<file path="config.mk">
export PLATFORM = sky130hd
export DESIGN_NAME = stepper_motion_register_bank
export DESIGN_NICKNAME = d
export VERILOG_FILES = /design/src/logic/motion_bank_pkg.sv /design/src/logic/step_position_counter.sv /design/src/logic/stepper_motion_register_bank.sv
export SDC_FILE = /design/constraint.sdc
export NUM_CORES = 1
export LEC_CHECK = 0
export BUFFER_PORTS_ARGS = -buffer_cell sky130_fd_sc_hd__buf_2
export CAP_MARGIN = 25
export CELL_PAD_IN_SITES_DETAIL_PLACEMENT = 0
export CELL_PAD_IN_SITES_GLOBAL_PLACEMENT = 1
export CORE_MARGIN = 2
export CORE_UTILIZATION = 40
export DETAILED_ROUTE_END_ITERATION = 8
export HOLD_SLACK_MARGIN = 0.1
export PLACE_DENSITY = 0.84
export RECOVER_POWER = 100
export SKIP_CTS_REPAIR_TIMING = 1
export SLEW_MARGIN = 20
export SYNTH_ARGS = -nofsm -noshare
export SYNTH_HDL_FRONTEND = slang
export SYNTH_HIERARCHICAL = 1
export SYNTH_SLANG_ARGS = --single-unit
</file>
<file path="constraint.sdc">
create_clock -name ref_clk -period 2.7 [get_ports ref_clk]
set_clock_uncertainty 0.2 [all_clocks]
set_input_delay 0.135 -clock ref_clk [delete_from_list [all_inputs] [get_ports ref_clk]]
set_output_delay 0.135 -clock ref_clk [all_outputs]
set_load 0.01 [all_outputs]
</file>
<file path="src/logic/motion_bank_pkg.sv">
// Purpose: shared constants and carriers for the motion register bank
// Assumes: one 200 MHz clock, register numbers as word indices
// Notes: every register travels as a 32-bit word
package motion_bank_pkg;
	localparam int DATA_W = 32;
	localparam int REG_NUM_W = 8;

	// register numbers
	localparam logic [7:0] REG_ACCEL_RAMP = 8'h06;
	localparam logic [7:0] REG_MOTION_CURRENT = 8'h07;
	localparam logic [7:0] REG_IDLE_DELAY_MS = 8'h08;
	localparam logic [7:0] REG_IDLE_CURRENT = 8'h09;
	localparam logic [7:0] REG_ACTUAL_POSITION = 8'h0a;
	localparam logic [7:0] REG_RESERVED_11 = 8'h0b;
	localparam logic [7:0] REG_ACTUAL_VELOCITY = 8'h0c;
	localparam logic [7:0] REG_START_VELOCITY = 8'h0d;
	localparam logic [7:0] REG_GEAR_MULTIPLIER = 8'h0e;
	localparam logic [7:0] REG_GEAR_DIVIDER = 8'h0f;
	localparam logic [7:0] REG_ENCODER_POSITION = 8'h10;
	localparam logic [7:0] REG_RESERVED_17 = 8'h11;

	// values after reset
	localparam logic [31:0] RST_ACCEL_RAMP = 32'h0000_03e8;
	localparam logic [31:0] RST_MOTION_CURRENT = 32'h0000_01ff;
	localparam logic [31:0] RST_IDLE_DELAY_MS = 32'h0000_01f4;
	localparam logic [31:0] RST_IDLE_CURRENT = 32'h0000_0080;
	localparam logic [31:0] RST_START_VELOCITY = 32'h0000_0064;
	localparam logic [31:0] RST_GEAR_MULTIPLIER = 32'h0000_0640;
	localparam logic [31:0] RST_GEAR_DIVIDER = 32'h0000_07d0;
	localparam logic [31:0] RST_POSITION = 32'h0000_0000;

	// accepted ranges
	localparam logic [31:0] ACCEL_MIN = 32'h0000_0001;
	localparam logic [31:0] ACCEL_MAX = 32'h0007_a120;
	localparam logic [31:0] CURRENT_MAX = 32'h0000_05fd;
	localparam logic [31:0] IDLE_DELAY_MIN = 32'h0000_0001;
	localparam logic [31:0] IDLE_DELAY_MAX = 32'h0000_ffff;
	localparam logic [31:0] START_VEL_MIN = 32'h0000_0001;
	localparam logic [31:0] START_VEL_MAX = 32'h0004_93e0;
	localparam logic [31:0] GEAR_MIN = 32'hffff_8000;
	localparam logic [31:0] GEAR_MAX = 32'h0000_7fff;

	// millisecond tick
	localparam int CLK_HZ = 200_000_000;
	localparam int TICK_PERIOD_MS = 1;
	localparam int MS_CYCLES = CLK_HZ / 1000 * TICK_PERIOD_MS;

	typedef struct packed {
		logic moving;
		logic direction;
		logic step;
		logic [31:0] velocity;
		logic encoder_fitted;
		logic encoder_step;
		logic encoder_direction;
	} motion_status_t;

	typedef struct packed {
		logic [31:0] accel_applied;
		logic [31:0] start_velocity;
		logic [31:0] gear_multiplier;
		logic [31:0] gear_divider;
		logic [31:0] drive_current;
		logic idle_active;
	} drive_cfg_t;
endpackage

</file>
<file path="src/logic/step_position_counter.sv">
// Purpose: signed step counter with load, used for both position registers
// Assumes: step pulses on ref_clk, one cycle each
// Notes: a load in the same cycle as a step wins
`timescale 1ns/1ps
module step_position_counter #(
	parameter int W = 32
) (
	input wire logic ref_clk, // system clock
	input wire logic rstn, // async reset, active low
	input wire logic enable, // counting allowed
	input wire logic load, // master overwrite strobe
	input wire logic [W-1:0] load_value, // value to load
	input wire logic step, // one step pulse
	input wire logic dir, // 1 counts up, 0 down
	output logic [W-1:0] count // current position
);
	logic [W-1:0] next_count;

	assign next_count = load ? load_value :
		(enable && step) ? (dir ? count + W'(1) : count - W'(1)) : count;

	always_ff @(posedge ref_clk or negedge rstn) begin
		if (!rstn) begin
			count <= '0;
		end else begin
			count <= next_count;
		end
	end
endmodule

</file>
<file path="src/logic/stepper_motion_register_bank.sv">
// Purpose: motion-parameter register bank, registers 6 to 17
// Assumes: register port and motion core share ref_clk
// Notes: read data appear one cycle after rd_en
// Contract
// each register is carried as one 32-bit word on the register port.
// accel written while moving applies only at stop or reversal.
// after idle delay in ms, drive switches to idle current.
// running current drives the motor while it moves, range 0 to 1533.
// actual position is signed 32-bit, writable by master at any time.
// acceleration starts from programmed start velocity, default 100.
// gear factor is multiplier over divider, defaults 1600 and 2000.
// with encoder fitted, encoder register reports signed 32-bit feedback.
// reserved registers 11 and 17 read zero, writes ignored.
`timescale 1ns/1ps
module stepper_motion_register_bank
	import motion_bank_pkg::*;
#(
	parameter int TICK_CYCLES = MS_CYCLES
) (
	input wire logic ref_clk, // 200 MHz clock
	input wire logic rstn, // async reset, active low
	input wire logic [REG_NUM_W-1:0] reg_num, // register number
	input wire logic wr_en, // write strobe
	input wire logic [DATA_W-1:0] wr_data, // write word
	input wire logic rd_en, // read strobe
	output logic [DATA_W-1:0] rd_data, // read word, registered
	output logic rd_valid, // read data valid pulse
	input wire motion_status_t status, // from motion core
	output drive_cfg_t cfg // to motion core
);
	logic [31:0] accel_ramp;
	logic [31:0] accel_applied;
	logic [31:0] motion_current;
	logic [31:0] idle_delay_ms;
	logic [31:0] idle_current;
	logic [31:0] start_velocity;
	logic [31:0] gear_multiplier;
	logic [31:0] gear_divider;
	logic [31:0] actual_position;
	logic [31:0] encoder_position;
	logic prev_dir;
	logic [17:0] tick_count;
	logic ms_tick;
	logic [15:0] idle_ms;
	logic idle_active;
	logic [31:0] next_rd_data;

	// decode
	wire wr_accel = wr_en && reg_num == REG_ACCEL_RAMP;
	wire wr_run_cur = wr_en && reg_num == REG_MOTION_CURRENT;
	wire wr_idle_dly = wr_en && reg_num == REG_IDLE_DELAY_MS;
	wire wr_idle_cur = wr_en && reg_num == REG_IDLE_CURRENT;
	wire wr_pos = wr_en && reg_num == REG_ACTUAL_POSITION;
	wire wr_start = wr_en && reg_num == REG_START_VELOCITY;
	wire wr_gmul = wr_en && reg_num == REG_GEAR_MULTIPLIER;
	wire wr_gdiv = wr_en && reg_num == REG_GEAR_DIVIDER;
	wire wr_enc = wr_en && reg_num == REG_ENCODER_POSITION;

	// out-of-range writes are dropped so the core never sees an illegal value
	wire accel_ok = wr_data >= ACCEL_MIN && wr_data <= ACCEL_MAX;
	wire current_ok = wr_data <= CURRENT_MAX;
	wire idle_dly_ok = wr_data >= IDLE_DELAY_MIN && wr_data <= IDLE_DELAY_MAX;
	wire start_ok = wr_data >= START_VEL_MIN && wr_data <= START_VEL_MAX;
	wire gear_ok = $signed(wr_data) >= $signed(GEAR_MIN) &&
		$signed(wr_data) <= $signed(GEAR_MAX);

	// stop or reversal
	wire reversal = status.moving && (status.direction != prev_dir);
	wire accel_apply = !status.moving || reversal;

	wire tick_wrap = tick_count == 18'(TICK_CYCLES - 1);
	// idle delay elapsed
	wire idle_reached = {16'h0000, idle_ms} >= idle_delay_ms;

	// one short process per register keeps each write path easy to audit
	always_ff @(posedge ref_clk or negedge rstn) begin
		if (!rstn) begin
			accel_ramp <= RST_ACCEL_RAMP;
		end else if (wr_accel && accel_ok) begin
			accel_ramp <= wr_data;
		end
	end

	// running current range
	always_ff @(posedge ref_clk or negedge rstn) begin
		if (!rstn) begin
			motion_current <= RST_MOTION_CURRENT;
		end else if (wr_run_cur && current_ok) begin
			motion_current <= wr_data;
		end
	end

	// idle delay range
	always_ff @(posedge ref_clk or negedge rstn) begin
		if (!rstn) begin
			idle_delay_ms <= RST_IDLE_DELAY_MS;
		end else if (wr_idle_dly && idle_dly_ok) begin
			idle_delay_ms <= wr_data;
		end
	end

	// standby current range
	always_ff @(posedge ref_clk or negedge rstn) begin
		if (!rstn) begin
			idle_current <= RST_IDLE_CURRENT;
		end else if (wr_idle_cur && current_ok) begin
			idle_current <= wr_data;
		end
	end

	// start velocity range
	always_ff @(posedge ref_clk or negedge rstn) begin
		if (!rstn) begin
			start_velocity <= RST_START_VELOCITY;
		end else if (wr_start && start_ok) begin
			start_velocity <= wr_data;
		end
	end

	// gear multiplier range
	always_ff @(posedge ref_clk or negedge rstn) begin
		if (!rstn) begin
			gear_multiplier <= RST_GEAR_MULTIPLIER;
		end else if (wr_gmul && gear_ok) begin
			gear_multiplier <= wr_data;
		end
	end

	// gear divider range
	always_ff @(posedge ref_clk or negedge rstn) begin
		if (!rstn) begin
			gear_divider <= RST_GEAR_DIVIDER;
		end else if (wr_gdiv && gear_ok) begin
			gear_divider <= wr_data;
		end
	end

	// hold new ramp until stop or reversal
	always_ff @(posedge ref_clk or negedge rstn) begin
		if (!rstn) begin
			accel_applied <= RST_ACCEL_RAMP;
			prev_dir <= 1'b0;
		end else begin
			prev_dir <= status.direction;
			if (accel_apply) begin
				accel_applied <= accel_ramp;
			end
		end
	end

	// millisecond enable for the idle timer
	always_ff @(posedge ref_clk or negedge rstn) begin
		if (!rstn) begin
			tick_count <= '0;
			ms_tick <= 1'b0;
		end else begin
			ms_tick <= tick_wrap;
			tick_count <= tick_wrap ? '0 : tick_count + 18'd1;
		end
	end

	// idle timer
	always_ff @(posedge ref_clk or negedge rstn) begin
		if (!rstn) begin
			idle_ms <= '0;
			idle_active <= 1'b0;
		end else if (status.moving) begin
			idle_ms <= '0;
			idle_active <= 1'b0;
		end else if (idle_reached) begin
			idle_active <= 1'b1;
		end else if (ms_tick) begin
			idle_ms <= idle_ms + 16'd1;
		end
	end

	// master write wins over a step
	step_position_counter #(
		.W(32)
	) u_actual_position (
		.ref_clk(ref_clk),
		.rstn(rstn),
		.enable(1'b1),
		.load(wr_pos),
		.load_value(wr_data),
		.step(status.step),
		.dir(status.direction),
		.count(actual_position)
	);

	// feedback counts only with encoder
	step_position_counter #(
		.W(32)
	) u_encoder_position (
		.ref_clk(ref_clk),
		.rstn(rstn),
		.enable(status.encoder_fitted),
		.load(wr_enc),
		.load_value(wr_data),
		.step(status.encoder_step),
		.dir(status.encoder_direction),
		.count(encoder_position)
	);

	// word read mux
	always_comb begin
		next_rd_data = 32'h0000_0000;
		unique case (reg_num)
			REG_ACCEL_RAMP: next_rd_data = accel_ramp;
			REG_MOTION_CURRENT: next_rd_data = motion_current;
			REG_IDLE_DELAY_MS: next_rd_data = idle_delay_ms;
			REG_IDLE_CURRENT: next_rd_data = idle_current;
			REG_ACTUAL_POSITION: next_rd_data = actual_position;
			REG_ACTUAL_VELOCITY: next_rd_data = status.velocity;
			REG_START_VELOCITY: next_rd_data = start_velocity;
			REG_GEAR_MULTIPLIER: next_rd_data = gear_multiplier;
			REG_GEAR_DIVIDER: next_rd_data = gear_divider;
			// zero without encoder
			REG_ENCODER_POSITION: next_rd_data = status.encoder_fitted ? encoder_position : '0;
			// reserved read zero
			REG_RESERVED_11, REG_RESERVED_17: next_rd_data = 32'h0000_0000;
			default: next_rd_data = 32'h0000_0000;
		endcase
	end

	always_ff @(posedge ref_clk or negedge rstn) begin
		if (!rstn) begin
			rd_data <= '0;
			rd_valid <= 1'b0;
		end else begin
			rd_valid <= rd_en;
			if (rd_en) begin
				rd_data <= next_rd_data;
			end
		end
	end

	assign cfg.accel_applied = accel_applied;
	// start velocity to ramp
	assign cfg.start_velocity = start_velocity;
	// gear ratio operands
	assign cfg.gear_multiplier = gear_multiplier;
	assign cfg.gear_divider = gear_divider;
	// running current while moving
	assign cfg.drive_current = idle_active ? idle_current : motion_current;
	assign cfg.idle_active = idle_active;
endmodule

</file>
== Word-level counts from Yosys, hierarchy flattened ==
Cells that the tools add are included.
Operators by class
  reductions and logical operators: 29
  add/sub/neg operators: 6
  equal/unequal tests: 13
  mux-type cells: 15
  order comparisons: 8
Operator list (number)
  $pmux W32 S10: 1
  $mux W32: 8
  $add A32 B1 Y32 const B: 2
  $le A32 B16 Y1 const B: 2
  $le A32 B19 Y1 const B: 2
  $sub A32 B1 Y32 const B: 2
  $eq A8 B4 Y1 const B: 7
  $mux W16: 3
  $ge A16 B32 Y1: 1
  $ge A32 B1 Y1 const B: 1
  $ge A32 B16 Y1 const B: 1
  $le A32 B11 Y1 const B: 1
  $logic_and A1 B1 Y1: 22
  $add A18 B1 Y18 const B: 1
  $eq A18 B18 Y1 const B: 1
  $mux W18: 1
  $add A16 B1 Y16 const B: 1
  $eq A8 B3 Y1 const B: 2
  $eq A8 B5 Y1 const B: 1
  $reduce_bool A2 Y1: 4
  $mux W1: 2
  $ne A2 B2 Y1 const B: 1
  $reduce_and A2 Y1: 1
  $logic_not A1 Y1: 1
  other kinds (2): 2
Word-level totals
  output and inout port bits: 194
  word-level logic and storage cells: 88
  flip-flop bits (word level): 390
  input port bits: 82

== Longest topological paths before layout ==
Gate-level depths: netlist of run 1.
  depth after elaboration: 4
  gate-level depth with buffers: 11

== Modules after synthesis ==
Netlist of run 1, hierarchy kept.
By module, submodules not included
  stepper_motion_register_bank: instances 1, cells an instance 1358, area an instance 15542.4 um2
  step_position_counter: instances 2, cells an instance 406, area an instance 3171.8 um2

== Least setup slack after synthesis of run 1 ==
No wires, ideal clock.
  path kind: input -> register
  start point: in status[0] (netlist bit)
  end point: reg u_encoder_position.count[24]
  buffers on the path: 0
  library setup time: 0.127 ns
  setup slack: -0.142 ns
  data arrival time: 2.514 ns
  stages on the path: 10
  path through: inv_1 > ha_1 > nor2b_1 > o31a_1 > a21oi_2 > o21ai_1 > or3b_1 > a21oi_1 > xor2_1 > o21ai_1
On the way
  longest elaborated chain between the ends: 3
Ends and longest elaborated chain
  start: declaration: RTL line stepper_motion_register_bank.sv:28  | input wire motion_status_t status,
  $mux W32 (2 in series): RTL line step_position_counter.sv:20  | (enable && step) ? (dir ? count + W'(1) : count - W'(1)) : count;
  $mux W32: RTL line step_position_counter.sv:19  | assign next_count = load ? load_value :
  end signal: assignment: RTL line step_position_counter.sv:26  | count <= next_count;
  end: declaration: RTL line step_position_counter.sv:15  | output logic [W-1:0] count
Every way passes these cells. The select of a mux whose other input is x is not followed.
A chain may end at the register's enable or synchronous reset.

== Worst setup path in the final report of run 1 ==
  start point: in reg_num[3]
  end point: reg rd_data[8]
On the way
  longest elaborated chain between the ends: 2
  elaborated cells on any way between the ends: 11
  classes of those cells: eq/ne: 10; mux: 1
Ends and longest elaborated chain
  start: declaration: RTL line stepper_motion_register_bank.sv:22  | input wire logic [REG_NUM_W-1:0] reg_num,
  $eq A8 B5 Y1, or another cell as far along: RTL line stepper_motion_register_bank.sv:208  | unique case (reg_num)
  $pmux W32 S10 (*): RTL line stepper_motion_register_bank.sv:208
  end signal: assignment: RTL line stepper_motion_register_bank.sv:233  | rd_data <= next_rd_data;
  end: declaration: RTL line stepper_motion_register_bank.sv:26  | output logic [DATA_W-1:0] rd_data,
Mark *: on every way between the ends. The rest lies on a longest branch, timed or not.

==> flow_summary.yaml, run 1 <==
sta:
  period_needed_ns: 2.72
  max_slew_margin_pct: 22.4
  slew_viol_final: 0
  setup_ws_ns: -0.0211
  rsz0062_at_grt: "true"
  fin_crit_sh_pct: 101
  worst_slew_pin_slew_ns: 1.16
  fmaxAchievable_mhz: 367
  hold_viol_final: 0
  setup_violations: 2
outcome:
  failed_checks: "setup timing"
  status: "finished with violations"
placement:
  place_congestion: 1.01
  hpwl_um: 70300
  port_buffers: 275
  placed_cell_area_um2: 26500
final_layout:
  fill_cells: 4872
  area_growth_syn_to_layout_pct: 31.0
  drive_above_1_share_pct: 29.2
  nNetsFinal: 2925
  final_area_um2: 28700
global_route:
  grt_usage_pct: 31.5
  gr-total-overflow: 0
  grt_max_degree: 74
  grt_pass1_vias: 20084
  antenna_found_initial: 6
  grt_first_pass_wirelength_um: 132000
setup_path:
  cp.arrival_ns: 3.05
  crit_chain: "dlygate4sd3_1 -> clkbuf_1 -> inv_1 -> nor2_1 -> a22oi_1 -> o21ai_0 -> a221oi_1 -> a31oi_1 -> dlygate4sd3_1"
  critPathMaxStageDelay_ns: 0.82
  rr_startpoint: "u_actual_position/count[2]$_DFFE_PN0P_"
  cp-startpoint: "reg_num[3]"
  cp_slowest_cell: "nor2_1"
  cp-start-kind: "input pin"
  required_ns: 3.03
  crit_type: "in -> reg"
  cp_common_cell: "dlygate4sd3_1"
  end_kind: "flip-flop"
  cp_max_fo: 9
hold_path:
  hold_path_class: "in -> reg"
  hold_path_startpoint: "reg_num[2]"
pwr:
  total_power_uw: 22600
  powerDensity_nw_per_um2: 788
  p_clk_share_pct: 28.4
  p_sw_uw: 8150
  seqPwrFrac_pct: 30.8
  leakage_uw: 0.0133
  swShare_pct: 36.1
  p_int_uw: 14400
  ir_drop_mv: 0.470
  combPwrFrac_pct: 40.8
clocking:
  cts-root-buf: "clkbuf_16"
  htreeDepth: 2
  numCtsBuffers: 44
  clk_pin_slew_worst_paths_ns: 0.06
  cts_buffer_depth: 3
  clock-sinks: 390
  clkLatencyLatePin_ns: 0.60
  cts_tree: "yes"
floorplan:
  dieHeight_um: 238
  die_x_um: 238
  core_area_um2: 53900
  io_pins: 276
  rows: 85
  dieArea_um2: 56600
  floorplan.initialDensity_pct: 40.6
detailed_routing:
  final_antenna_net_count: 0
  via_per_inst: 6.00
  route.final.wire_length_um: 92400
  routed-via-count: 20996
  drc: 0
  firstDrtPassIters: 6
  drt-wirelength-per-cell_um: 26.4
  drt-initial-drc-count: 2240
yosys:
  synth_commonest_cells: "350 x dfrtp_1, 192 x nand2_1, 178 x mux2_2"
  synth_cells: 2170
  synth_edf_count: 0
  ys_seq_elements: 390
  synth_top_area_share_pct: 40.0
  netlist_area_um2: 21900
  yosysMostFrequentCell: "dfrtp_1"
  avgSynthCellArea_um2: 10.1
  synth-main-ff-cell: "dfrtp_1"
  ys_warn_count: 6
  ys_top_cells_by_area: "dfrtp_1 40%, mux2_2 9.2%, dfstp_2 4.8%"
  async_flop_share_pct: 100
  ys_seq_area_share_pct: 44.8
  yosysTopAreaCell: "dfrtp_1"
  synth_cell_types: 87
run:
  cap_violations: 0
## critical path: cells and delay by family
| family | cells | cell delay (ns) |
|---|---|---|
| AOI/OAI and AO/OA | 4 | 0.70 |
| buffers and inverters | 4 | 1.40 |
| and+or+nand+nor | 1 | 0.82 |
## metal layers
layer  track usage, %  vias up  share of wire, %
li1                 -     9119                 -
met1             41.4    10417                40
met2             48.8     1188                45
met3             7.43      268               9.3
met4             15.6        4               5.9
met5                0        -             0.052
## worst paths after layout
check	end	slack (ns)	cells past startpoint
worst max register to register	u_actual_position/count[30]$_DFFE_PN0P_	0	10
worst min-delay path	accel_ramp[18]$_DFFE_PN0P_	0.02	5
worst min register to register	tick_count[4]$_DFF_PN0_	0.29	1
min in group asynchronous	u_encoder_position/count[23]$_DFFE_PN0P_	0.67	3
max in group asynchronous	gear_multiplier[26]$_DFFE_PN0P_	0.28	4
worst max-delay path	rd_data[8]$_DFFE_PN0P_	-0.02	9
## final cells by class
| type | count | area, um^2 | share of cell area [%] |
|---|---|---|---|
| Clock buffer | 57 | 1240 | 4.33 |
| Multi-Input combinational cell | 1608 | 11800 | 41.2 |
| Antenna cell | 4 | 10.0 | 0.0349 |
| Timing Repair Buffer | 665 | 4410 | 15.4 |
| Tap cell | 696 | 871 | 3.04 |
| Clock inverter | 24 | 299 | 1.04 |
| Inverter | 54 | 210 | 0.733 |
| Sequential cell | 390 | 9810 | 34.2 |
## placed cells by master (no fill, tap or decap), drive strengths merged, types with 31 or more instances in the layout
cell type and count:
dlygate4sd3 58, ha 78, nand2 194, clkbuf 257, dfstp 40, dfrtp 350, xor2 37, nand3 36
mux2 191, xnor2 31, a21oi 161, nor2b 82, a31oi 33, mux2i 40, inv 54, o21ai 124
nor2 163, a22oi 48, a21o 33, buf 407
## power groups by stage
stage | clock network [uW] | registers [uW] | logic, uW
6_report | 6420 | 6940 | 9210
5_1_grt | 6680 | 6980 | 9930
4_1_cts | 6460 | 6900 | 8480
3_5_place_dp | 0 | 7000 | 8430
3_3_place_gp | 0 | 7000 | 8390
2_1_floorplan | 0 | 6780 | 4520
## cell families after synthesis
logic type	count (synthesis)	share of synthesized area, %
AO/OA/AOI/OAI	582	17.6
XOR/XNOR	68	2.72
adder cells (fa/ha/maj)	80	4.64
buffers and inverters	173	3.28
flip-flops	390	44.8
multiplexers	237	12.5
other	1	0.0171
AND/OR/NAND/NOR	639	14.4
## stage by stage
stage / worst slack [ns] / cells / hold WS (ns) / util [%] / TNS [ns]
floorplan: -0.0187 / 2171 / -0.361 / - / -0.0727
global placement: -0.315 / 3345 / -0.0213 / 49.1 / -4.04
detailed placement: -0.300 / 3345 / -0.0159 / 49.1 / -4.77
CTS: -0.139 / 3426 / -0.639 / 51.9 / -0.461
global route: -0.0688 / 3495 / 0.105 / 53.1 / -1.34
finish: -0.0211 / 3498 / 0.0196 / 53.2 / -0.0226
Note: power is estimated with default switching activity, not from simulation.
==> run 2, diff against run 1 <==
Settings changed: CELL_PAD_IN_SITES_GLOBAL_PLACEMENT 1 to 2, CORE_UTILIZATION 40 to 34, CTS_CLUSTER_DIAMETER from default to 150, PLACE_DENSITY 0.84 to 0.86.
==> flow_summary.yaml, run 2 (same netlist as run 1, synthesis figures left out) <==
sta:
  rsz0062_at_grt: "true"
  period_needed_ns: 2.74
  whs_ns: 0.0595
  slew_viol_final: 0
  setup_violations: 28
  worst_slew_pin_slew_ns: 1.24
  fin_crit_sh_pct: 101
  hold_viol_final: 0
  fmaxAchievable_mhz: 365
  max_slew_margin_pct: 17.3
  setup_ws_ns: -0.0367
detailed_routing:
  drt-initial-drc-count: 1977
  final_antenna_net_count: 0
  routed-via-count: 20660
  route.final.wire_length_um: 97000
  drc: 0
  via_per_inst: 5.67
  drt-wirelength-per-cell_um: 26.6
  firstDrtPassIters: 6
outcome:
  status: "finished with violations"
  failed_checks: "setup timing"
setup_path:
  cp.arrival_ns: 3.01
  rr_startpoint: "idle_delay_ms[6]$_DFFE_PN1P_"
  cp_max_fo: 27
  cp-start-kind: "input pin"
  crit_type: "in -> reg"
  required_ns: 2.97
  cp-startpoint: "wr_data[16]"
  end_kind: "flip-flop"
pwr:
  powerDensity_nw_per_um2: 784
  leakage_uw: 0.0133
  ir_drop_mv: 0.426
  total_power_uw: 22500
clocking:
  clk_pin_slew_worst_paths_ns: 0.06
  htreeDepth: 2
  cts-root-buf: "clkbuf_16"
  cts_buffer_depth: 3
  clkLatencyLatePin_ns: 0.60
  clock-sinks: 390
  cts_tree: "yes"
  numCtsBuffers: 45
final_layout:
  area_growth_syn_to_layout_pct: 31.1
  final_cell_mix: "347 x dfrtp_1, 272 x buf_4, 190 x nand2_1"
  nNetsFinal: 2915
  fin_cells: 3644
  drive_above_1_share_pct: 29.4
  final_common_cell: "dfrtp_1"
placement:
  port_buffers: 275
  dp_cells: 3501
  hpwl_um: 75000
  place_congestion: 1.01
floorplan:
  floorplan.initialDensity_pct: 34.2
  die_x_um: 258
  dieHeight_um: 258
  core_area_um2: 64000
  dieArea_um2: 66400
  rows: 93
  io_pins: 276
global_route:
  grt_usage_pct: 28.4
  grt_pass1_vias: 20219
  gr-total-overflow: 0
  antenna_found_initial: 2
  grt_max_degree: 74
  grt_first_pass_wirelength_um: 139000
hold_path:
  hold_path_startpoint: "status[1]"
  hold_path_class: "in -> reg"
run:
  cap_violations: 0
## run 2: per-stage QoR
stage               setup TNS [ns]  setup WS (ns)  utilization, %  cell area [um^2]
global route                 -3.05         -0.104            44.8             28700
global placement             -2.03         -0.171            41.5             26600
finish                      -0.525        -0.0367            44.8             28700
detailed placement           -2.36         -0.165            41.5             26600
floorplan                  -0.0727        -0.0187               -             21900
CTS                         -0.322        -0.0731            43.8             28000
## run 2: worst max-delay path: stages
cell,delay [ns]
dlygate4sd3_1,0.53
buf_2,0.14
or4_1,0.66
nor3_1,0.25
and4_1,0.24
buf_4,0.12
nor4b_4,0.05
o21ai_4,0.11
buf_6,0.36
mux2_2,0.38
## run 2: cell type report
type                       instances  area, um^2
fill                            6288       35300
multi-input combinational       1608       11900
sequential                       390        9810
timing repair buffer             654        4220
clock buffer                      64        1280
tap                              855        1070
clock inverter                    18         210
inverter                          54         210
antenna                            1        2.50
## run 2: final timing paths
kind / endpoint / slack (ns) / depth (start not counted)
hold reg to reg: tick_count[4]$_DFF_PN0_ / 0.29 / 1
setup reg to reg: idle_ms[10]$_DFFE_PN0P_ / 0 / 9
hold / removal: u_encoder_position/count[0]$_DFFE_PN0P_ / 0.06 / 4
min in group asynchronous: u_encoder_position/count[13]$_DFFE_PN0P_ / 0.69 / 3
max in group asynchronous: idle_delay_ms[31]$_DFFE_PN0P_ / 0.25 / 4
setup / recovery: start_velocity[8]$_DFFE_PN0P_ / -0.04 / 10
## run 2: power by group
part           internal (uW)  switching, uW  total, uW
Combinational           4400           4790       9190
Clock                   3600           2650       6250
Sequential              6350            696       7050
## run 2: layer usage
layer	wire length, um	track usage (%)	vias to the layer above
li1	-	-	9090
met1	40800	38.4	10395
met2	43500	44.2	959
met3	8060	6.13	214
met4	4590	11.5	2
met5	18	0	-
==> run 3, diff against run 2 <==
Settings changed: CORE_UTILIZATION 34 to 23, PLACE_DENSITY 0.86 to 0.65.
==> flow_summary.yaml, run 3 (same netlist as run 1, synthesis figures left out) <==
outcome:
  status: "finished, final reports clean"
setup_path:
  cp_max_fo: 17
  end_kind: "flip-flop"
  crit_path_end: "idle_delay_ms[10]$_DFFE_PN0P_"
  cp-startpoint: "reg_num[1]"
  required_ns: 2.98
  rr_startpoint: "u_encoder_position/count[1]$_DFFE_PN0P_"
  ff2ff_setup_slack_ns: 0.03
  cp-start-kind: "input pin"
  reg2reg_depth: 11
  cp.arrival_ns: 2.98
  crit_type: "in -> reg"
  r2r_end: "u_encoder_position/count[30]$_DFFE_PN0P_"
hold_path:
  hold_path_class: "in -> reg"
  hold_path_startpoint: "status[34]"
  holdPathStages: 4
global_route:
  use_met1_pct: 30.1
  grt_first_pass_wirelength_um: 151000
  grt_max_degree: 93
  grt_pass1_vias: 20322
  grt_use_met3_pct: 3.21
  grt_usage_pct: 21.1
  antenna_found_initial: 9
  grt_use_met2_pct: 33.4
  globalRoute.busiestLayer: "met2"
  gr-total-overflow: 0
sta:
  whs_ns: 0.103
  setup_ws_ns: 0.0000877
  fmaxAchievable_mhz: 370
  rsz0062_at_grt: "true"
  worst_slew_pin_slew_ns: 1.36
  slew_viol_final: 0
  hold_viol_final: 0
  max_slew_margin_pct: 9.59
  period_needed_ns: 2.70
  setup_tns_ns: 0
  setup_violations: 0
  fin_crit_sh_pct: 100
floorplan:
  floorplan.initialDensity_pct: 23.1
  dieArea_um2: 97600
  rows: 113
  dieHeight_um: 312
  io_pins: 276
  core_area_um2: 94600
  die_x_um: 312
final_layout:
  fill_cells: 9799
  final_common_cell: "dfrtp_1"
  drive_above_1_share_pct: 32.9
  nNetsFinal: 2977
  final_cell_mix: "348 x dfrtp_1, 341 x buf_4, 189 x nand2_1"
  ff_latch_area_um2: 9810
  area_growth_syn_to_layout_pct: 37.0
  final_util_pct: 31.7
  multi_input_area_um2: 11900
clocking:
  clk_pin_slew_worst_paths_ns: 0.06
  cts_tree: "yes"
  clkLatencyLatePin_ns: 0.62
  htreeDepth: 2
  clock-sinks: 390
  cts-root-buf: "clkbuf_16"
  numCtsBuffers: 47
  cts_buffer_depth: 3
placement:
  place_ws_ns: -0.305
  place_congestion: 0.925
  port_buffers: 275
  hpwl_um: 83200
detailed_routing:
  drt-wirelength-per-cell_um: 26.0
  final_antenna_net_count: 0
  drc: 0
  via_per_inst: 5.07
  firstDrtPassIters: 5
  route.final.wire_length_um: 107000
  drt-initial-drc-count: 1832
  routed-via-count: 20919
pwr:
  ir_drop_mv: 0.473
  powerDensity_nw_per_um2: 773
  total_power_uw: 23200
  leakage_uw: 0.0137
run:
  cap_violations: 0
run 3: how the worst min path moves through the flow:
| stage | to | slack [ns] |
|---|---|---|
| CTS | start_velocity[21]$_DFFE_PN0P_ | -0.74 |
| finish | rd_data[31]$_DFFE_PN0P_ | 0.10 |
| detailed placement | start_velocity[21]$_DFFE_PN0P_ | -0.09 |
| floorplan | accel_applied[0]$_DFFE_PN0P_ | -0.36 |
| global placement | start_velocity[21]$_DFFE_PN0P_ | -0.08 |
| global route | rd_data[18]$_DFFE_PN0P_ | 0.11 |
run 3: per-stage QoR:
step | cell area (um^2) | cells
after global routing | 30000 | 4120
after floorplan | 21900 | 2171
after global placement | 27600 | 3968
after detailed placement | 27600 | 3968
final | 30000 | 4122
after CTS | 29200 | 4056
run 3: layer usage:
layer	wire (um)	up-vias	part of all wire [%]
met5	12	-	0.011
met4	2900	2	2.7
met3	6810	149	6.3
met2	48500	754	45
met1	49000	10784	46
li1	-	9230	-
run 3: final cells by class:
class                   count  area share, %
flip-flops and latches    390           32.7
inverters                  54          0.701
multi-input cells        1608           39.7
repair buffers            714           16.1
clock inverters            19          0.847
diodes                      3         0.0250
clock buffers              69           4.67
well taps                1265           5.28
run 3: critical path, cell delays in order:
cell	delay [ns]
dlygate4sd3_1	0.54
buf_2	0.16
clkbuf_2	0.14
or3_1	0.45
nor4_1	0.66
and4b_1	0.35
buf_12	0.19
mux2_2	0.35
run 3: report_power, final:
group / leakage, uW / switching (uW) / internal [uW]
Clock: 0.000807 / 2800 / 4010
Combinational: 0.00777 / 4890 / 4530
Sequential: 0.00511 / 605 / 6350
Total: 0.0137 / 8300 / 14900
